===== src/core/vcds_params.svh =====
`ifndef VCDS_PARAMS_SVH
`define VCDS_PARAMS_SVH
`define VCDS_CLK_DIV       16
`define VCDS_VCNT_PRESET   10'h014
`define VCDS_VCNT_STD_END  10'h221
`define VCDS_FREE_PERIOD   684
`define VCDS_IMMUNE_CNT    384
`define VCDS_BLANK_CLKS    608
`define VCDS_RAMP_CLKS     192
`define VCDS_EQ_LINES      6
`define VCDS_EQ_MIN        9
`define VCDS_NOISE_MIN     2
`define VCDS_FIELDS_CONF   7
`endif


===== src/core/vcds_pkg.sv =====
package vcds_pkg;
	typedef enum logic [1:0] {
		VCDS_NONSTD = 2'h1,
		VCDS_STD    = 2'h2
	} vcds_mode_t;

	typedef struct packed {
		logic hdrive;
		logic ramp_gate;
		logic vblank;
		logic mono_trig;
		logic std_mode;
	} vcds_out_t;
endpackage


===== src/core/vcds_top.sv =====
`timescale 1ns/100ps
`include "vcds_params.svh"
module vcds_top #(
	parameter int FREE_PERIOD = `VCDS_FREE_PERIOD,
	parameter int IMMUNE_CNT  = `VCDS_IMMUNE_CNT
) (
	input  wire logic               core_clk_i,
	input  wire logic               arst_n_i,
	input  wire logic               integrated_vertical_sync_i,
	input  wire logic               eq_pulse_i,
	input  wire logic               force_nonstd_i,
	input  wire logic               mono_active_i,
	output vcds_pkg::vcds_out_t     vout_o,
	output logic                    line_rate_tick_o,
	output logic                    twice_line_rate_tick_o
);
	localparam logic [9:0] PRE  = `VCDS_VCNT_PRESET;
	// last held count; the step onto 545 loads the preset instead
	localparam logic [9:0] SLAST = 10'(`VCDS_VCNT_STD_END - 1);
	localparam int HPC = `VCDS_CLK_DIV;
	localparam logic [9:0] FEND = 10'(`VCDS_VCNT_PRESET + FREE_PERIOD - 1);
	localparam logic [9:0] IMM  = 10'(`VCDS_VCNT_PRESET + IMMUNE_CNT);
	localparam logic [9:0] BEND = 10'(`VCDS_VCNT_PRESET
		+ `VCDS_BLANK_CLKS / HPC);
	localparam logic [9:0] REND = 10'(`VCDS_VCNT_PRESET
		+ `VCDS_RAMP_CLKS / HPC);
	localparam logic [9:0] EQST = 10'(`VCDS_VCNT_STD_END
		- 2 * `VCDS_EQ_LINES);
	localparam logic [9:0] NEND = 10'(BEND + IMMUNE_CNT);

	function automatic logic in_win(input logic [9:0] v,
		input logic [9:0] lo, input logic [9:0] hi);
		in_win = (v >= lo) && (v <= hi);
	endfunction

	// clock divider and horizontal drive
	logic [3:0] div_q, div_d;
	logic       hdrv_q, hdrv_d;
	logic       tick;
	always_comb begin
		tick   = (div_q == 4'(HPC - 1));
		div_d  = div_q + 4'h1;
		hdrv_d = tick ? ~hdrv_q : hdrv_q;
	end
	always_ff @(posedge core_clk_i or negedge arst_n_i) begin
		if (!arst_n_i) begin
			div_q  <= 4'h0;
			hdrv_q <= 1'b0;
		end else begin
			div_q  <= div_d;
			hdrv_q <= hdrv_d;
		end
	end

	// input edge capture
	logic sync_prev_q, eq_prev_q, sync_pend_q;
	logic sync_prev_d, eq_prev_d, sync_pend_d;
	logic sync_edge, eq_edge;
	always_comb begin
		sync_edge   = integrated_vertical_sync_i & ~sync_prev_q;
		eq_edge     = eq_pulse_i & ~eq_prev_q;
		sync_prev_d = integrated_vertical_sync_i;
		eq_prev_d   = eq_pulse_i;
		// edge wins over the consume at the tick
		sync_pend_d = sync_edge | (sync_pend_q & ~tick);
	end
	always_ff @(posedge core_clk_i or negedge arst_n_i) begin
		if (!arst_n_i) begin
			sync_prev_q <= 1'b0;
			eq_prev_q   <= 1'b0;
			sync_pend_q <= 1'b0;
		end else begin
			sync_prev_q <= sync_prev_d;
			eq_prev_q   <= eq_prev_d;
			sync_pend_q <= sync_pend_d;
		end
	end

	// vertical chain and mode recognition
	vcds_pkg::vcds_mode_t mode_q, mode_d;
	logic [9:0] vcnt_q, vcnt_d;
	logic [2:0] coin_q, coin_d, miss_q, miss_d, noise_q, noise_d;
	logic [3:0] eq_q, eq_d;
	logic       fast_q, fast_d, trig_q, trig_d;
	logic       coincident, restart, fend, eq_ok;
	always_comb begin
		mode_d  = mode_q;
		vcnt_d  = vcnt_q;
		coin_d  = coin_q;
		miss_d  = miss_q;
		noise_d = noise_q;
		eq_d    = eq_q;
		fast_d  = fast_q;
		trig_d  = 1'b0;
		coincident = tick && sync_pend_q && (vcnt_q == SLAST);
		eq_ok   = (eq_q >= 4'(`VCDS_EQ_MIN));
		restart = tick && (mode_q == vcds_pkg::VCDS_NONSTD)
			&& sync_pend_q && (vcnt_q >= IMM);
		fend    = tick && (((mode_q == vcds_pkg::VCDS_STD)
			&& (vcnt_q == SLAST)) || restart
			|| ((mode_q == vcds_pkg::VCDS_NONSTD)
			&& (vcnt_q == FEND)));
		if (sync_edge && in_win(vcnt_q, BEND, NEND)
			&& noise_q != 3'h7)
			noise_d = noise_q + 3'h1;
		if (eq_edge && in_win(vcnt_q, EQST, SLAST) && eq_q != 4'hF)
			eq_d = eq_q + 4'h1;
		if (tick)
			vcnt_d = vcnt_q + 10'h001;
		if (fend) begin
			vcnt_d  = PRE;
			trig_d  = 1'b1;
			noise_d = 3'h0;
			eq_d    = 4'h0;
			fast_d  = (noise_q >= 3'(`VCDS_NOISE_MIN));
			case (mode_q)
			vcds_pkg::VCDS_STD: begin
				if (coincident)
					miss_d = 3'h0;
				else
					miss_d = miss_q + 3'h1;
				if (!coincident
					&& miss_q == 3'(`VCDS_FIELDS_CONF - 1)) begin
					mode_d = vcds_pkg::VCDS_NONSTD;
					miss_d = 3'h0;
					coin_d = 3'h0;
				end
			end
			vcds_pkg::VCDS_NONSTD: begin
				if (coincident) begin
					coin_d = (coin_q == 3'h7) ? 3'h7 : coin_q + 3'h1;
					if (!force_nonstd_i && eq_ok && (fast_q
						|| coin_q >= 3'(`VCDS_FIELDS_CONF - 1))) begin
						mode_d = vcds_pkg::VCDS_STD;
						miss_d = 3'h0;
					end
				end else begin
					coin_d = 3'h0;
				end
			end
			default: mode_d = vcds_pkg::VCDS_NONSTD;
			endcase
		end
		if (force_nonstd_i) begin
			mode_d = vcds_pkg::VCDS_NONSTD;
			if (mode_q == vcds_pkg::VCDS_STD)
				coin_d = 3'h0;
		end
	end
	always_ff @(posedge core_clk_i or negedge arst_n_i) begin
		if (!arst_n_i) begin
			mode_q  <= vcds_pkg::VCDS_NONSTD;
			vcnt_q  <= PRE;
			coin_q  <= 3'h0;
			miss_q  <= 3'h0;
			noise_q <= 3'h0;
			eq_q    <= 4'h0;
			fast_q  <= 1'b0;
			trig_q  <= 1'b0;
		end else begin
			mode_q  <= mode_d;
			vcnt_q  <= vcnt_d;
			coin_q  <= coin_d;
			miss_q  <= miss_d;
			noise_q <= noise_d;
			eq_q    <= eq_d;
			fast_q  <= fast_d;
			trig_q  <= trig_d;
		end
	end

	// outputs
	logic std;
	logic tick_q, ltick_q;
	always_comb std = (mode_q == vcds_pkg::VCDS_STD);
	always_ff @(posedge core_clk_i or negedge arst_n_i) begin
		if (!arst_n_i) begin
			tick_q  <= 1'b0;
			ltick_q <= 1'b0;
		end else begin
			tick_q  <= tick;
			ltick_q <= tick & hdrv_q;
		end
	end
	always_comb begin
		vout_o.hdrive    = hdrv_q;
		vout_o.ramp_gate = (vcnt_q < REND);
		vout_o.vblank    = std ? (vcnt_q < BEND) : mono_active_i;
		vout_o.mono_trig = trig_q;
		vout_o.std_mode  = std;
		twice_line_rate_tick_o = tick_q;
		line_rate_tick_o       = ltick_q;
	end

	// checks
	logic [9:0] blk_q;
	always_ff @(posedge core_clk_i or negedge arst_n_i) begin
		if (!arst_n_i)
			blk_q <= 10'h000;
		else if (vout_o.vblank && std)
			blk_q <= blk_q + 10'h001;
		else
			blk_q <= 10'h000;
	end
endmodule // vcds_top


===== config.mk =====
export PLATFORM = sky130hd
export DESIGN_NAME = vcds_top
export DESIGN_NICKNAME = d
export VERILOG_FILES = /design/src/core/vcds_pkg.sv /design/src/core/vcds_top.sv
export VERILOG_INCLUDE_DIRS = /design/src /design/src/core
export SDC_FILE = /design/constraint.sdc
export NUM_CORES = 1
export LEC_CHECK = 0
export BUFFER_PORTS_ARGS = -buffer_cell sky130_fd_sc_hd__buf_4
export CAP_MARGIN = 15
export CORE_MARGIN = 3
export CORE_UTILIZATION = 45
export DETAILED_ROUTE_END_ITERATION = 10
export GPL_TIMING_DRIVEN = 0
export SYNTH_ARGS = -nofsm -noshare
export SYNTH_HDL_FRONTEND = slang
export SYNTH_SLANG_ARGS = --single-unit
export TNS_END_PERCENT = 30

===== constraint.sdc =====
create_clock -name core_clk_i -period 3.45 [get_ports core_clk_i]
set_input_delay 0 -clock core_clk_i [delete_from_list [all_inputs] [get_ports core_clk_i]]
set_output_delay 0 -clock core_clk_i [all_outputs]
set_load 0.005 [all_outputs]

==> metrics <==
status=complete, no violations; Mapped Cells=212; overall power=about 860 uW; antenna violations before repair=0; Post-synth top flop=dfrtp_1; clk sinks=37; cell family with most CP delay=simple AND/OR/NAND/NOR gates; Root Driver=clkbuf_8; TritonCTS clock tree=built; H-tree depth=2; Slew headroom=between 50% and 60%; router iterations before antenna repair=4; P_leak=around 1.1 nW; clk buf depth=2; Placer Congestion=roughly 0.8; PD cells=349 nW/um^2; Yosys cell types=54; worst clock skew=0.00995 ns; commonest non-fill, non-tap cells in the layout=dfrtp_1, inv_1, nor2_1; die height=74.9 um; grt ovf=0; Skew-Pair Late Insertion Delay=roughly 0.29 ns; Setup violations, final=0; DRT iter0 DRCs=60; Max-Cap Viols=0; Synth Area per Inst=10.1 um^2; vias per cell=5.56; largest fanout on the critical path=8; Fillers=slightly below 400; Clock transition at path regs=roughly 0.080 ns; die width=74.9 um; IO Port Bufs=12; CP startpoint kind=flop; Post-DP HPWL=3110 um; vias in the first global route=1588; layout cells sized above 1=a little under a fifth; CP required=3.62 ns; core area=4470 um^2; post-CTS setup buffer count=0; largest net degree at the start of global routing=38; Cell Area, Synth=2140 um^2; crit-path cells=buf_2, nor4b_4, nor4b_2, nand2_2, a22oi_2, mux2_1; WL/cell=14.7 um; most common cell after layout, fill and taps aside=dfrtp_1; Antenna diodes=0; Global Route Usage Sum=between 15 and 20%; first-pass GRT wire length=between 7000 and 8000 um; area growth from synthesis to layout=14.8%; critical path's slowest cell=nor4b_2; CP max stage delay=0.54 ns; Fin. Hold Viols=0; Max Transition Viols Final=0; Synth Net Count=233; CP bufs+invs=1; Die ar.=5610 um^2; total CTS buffers=5; Max Clock Freq=roughly 440 MHz; critical path data arrival time=between 2 and 2.5 ns; Tcrit/Tclk final=65.5%; FP Rows=24; worst hold path type=in2async; post-route ant nets=0; Setup Total Neg Slack=0 ns; nets@finish=roughly 260; Vias=1600; synth warn=0; Routed WL=4230 um; #FFs+latches synth=37; Seq/Total Area, Yosys=about 44%; post-layout min period=approximately 2.3 ns; VDD IR-drop max=0.224 mV; Post-synth EDFFs=0; Initial Util=between 40% and 50%; unrepaired setup endpoints after global routing=no; DRC=0; critical setup path kind=reg2reg; CP endpoint kind=flop; pin slew with the least headroom to its limit=around 0.65 ns; Synth async-reset ratio=100%; Top-Level Pins=13
## final timing paths
| check | start | endpoint | slack (ns) | cells past startpoint |
|---|---|---|---|---|
| max in group asynchronous | arst_n_i | vcnt_q[4] | 2.88 | 2 |
| min in group core_clk_i | mono_active_i | vout_o[2] | 0.34 | 4 |
| setup reg to reg | vcnt_q[7] | miss_q[1] | 1.19 | 6 |
| setup / recovery | vcnt_q[7] | miss_q[1] | 1.19 | 6 |
| hold reg to reg | div_q[0] | div_q[0] | 0.47 | 1 |
| hold / removal | arst_n_i | coin_q[2] | 0.20 | 2 |
## timing repair
item	4_1_cts	5_1_grt
endpoints found under the hold margin	38	0
hold buffers	4	0
resized for setup	0	0
## cells by family (layout without fill, tap and decap cells)
group           Yosys count  count (layout)  synth area share [%]
mux                       6               6                  2.93
buf+inv                  26              50                  6.09
fa+ha+maj                15              15                  8.78
flops                    37              37                  43.5
xor+xnor                  9               9                  3.69
simple gates             72              72                  19.1
compound gates           47              47                  15.9
## cell usage after synthesis (4+ instances only)
cell	n	area (um^2)
nand2_1	16	60.1
mux2i_1	4	40.0
buf_4	4	30.0
a21oi_1	9	45.0
dfrtp_1	34	851
o21ai_0	10	50.1
nand3_1	9	45.0
inv_1	18	67.6
nor2_1	17	63.8
ha_1	15	188
xnor2_1	6	52.6
## worst reg2reg max path: stages (launching register included)
cell and delay (ns):
dfrtp_1 0.37, buf_2 0.19, nor4b_4 0.34, nor4b_2 0.54
nand2_2 0.13, a22oi_2 0.23, mux2_1 0.35
## power by group
group          leakage (nW)  total (mW)  switching, mW  internal (mW)
Clock                0.0574       0.398          0.163          0.235
Combinational         0.614      0.0212         0.0126        0.00864
Sequential            0.475       0.437        0.00105          0.436
Total                  1.15       0.856          0.176          0.679
## registers in the layout, indices dropped and copies added, names as in the netlist
name                    count
coin_q                      3
div_q                       4
eq_prev_q                   1
eq_q                        4
fast_q                      1
hdrv_q                      1
line_rate_tick_o            1
miss_q                      3
mode_q                      2
noise_q                     3
sync_pend_q                 1
sync_prev_q                 1
trig_q                      1
twice_line_rate_tick_o      1
vcnt_q                     10
## routing by layer
| layer | up-vias | wire length [um] | GRT usage, % |
|---|---|---|---|
| met2 | 30 | 2110 | 28.3 |
| met1 | 768 | 1890 | 21.3 |
| met4 | 0 | 74 | 6.13 |
| met3 | 7 | 148 | 4.27 |
| li1 | 795 | - | - |
| met5 | - | 0 | 0 |
## per-stage QoR
stage	setup slack (ns)	hold slack (ns)	instances	util (%)	area, um^2
final	1.19	0.197	288	54.8	2450
after detailed placement	1.17	-0.00476	276	51.2	2290
after floorplan	1.42	-0.296	212	-	2140
after CTS	1.15	0.222	288	54.8	2450
after global routing	0.990	0.238	288	54.8	2450
after global placement	1.21	-0.0126	276	51.2	2290
## cell type report
type,count,area (um^2),area share [%]
clock inverter,2,37.5,1.53
inverter,18,67.6,2.76
multi-input combinational,149,1080,43.9
tap,52,65.1,2.65
sequential,37,930,37.9
clock buffer,6,82.6,3.37
buffer,8,62.6,2.55
timing repair buffer,16,130,5.31
(Power assumes the default switching activity.)
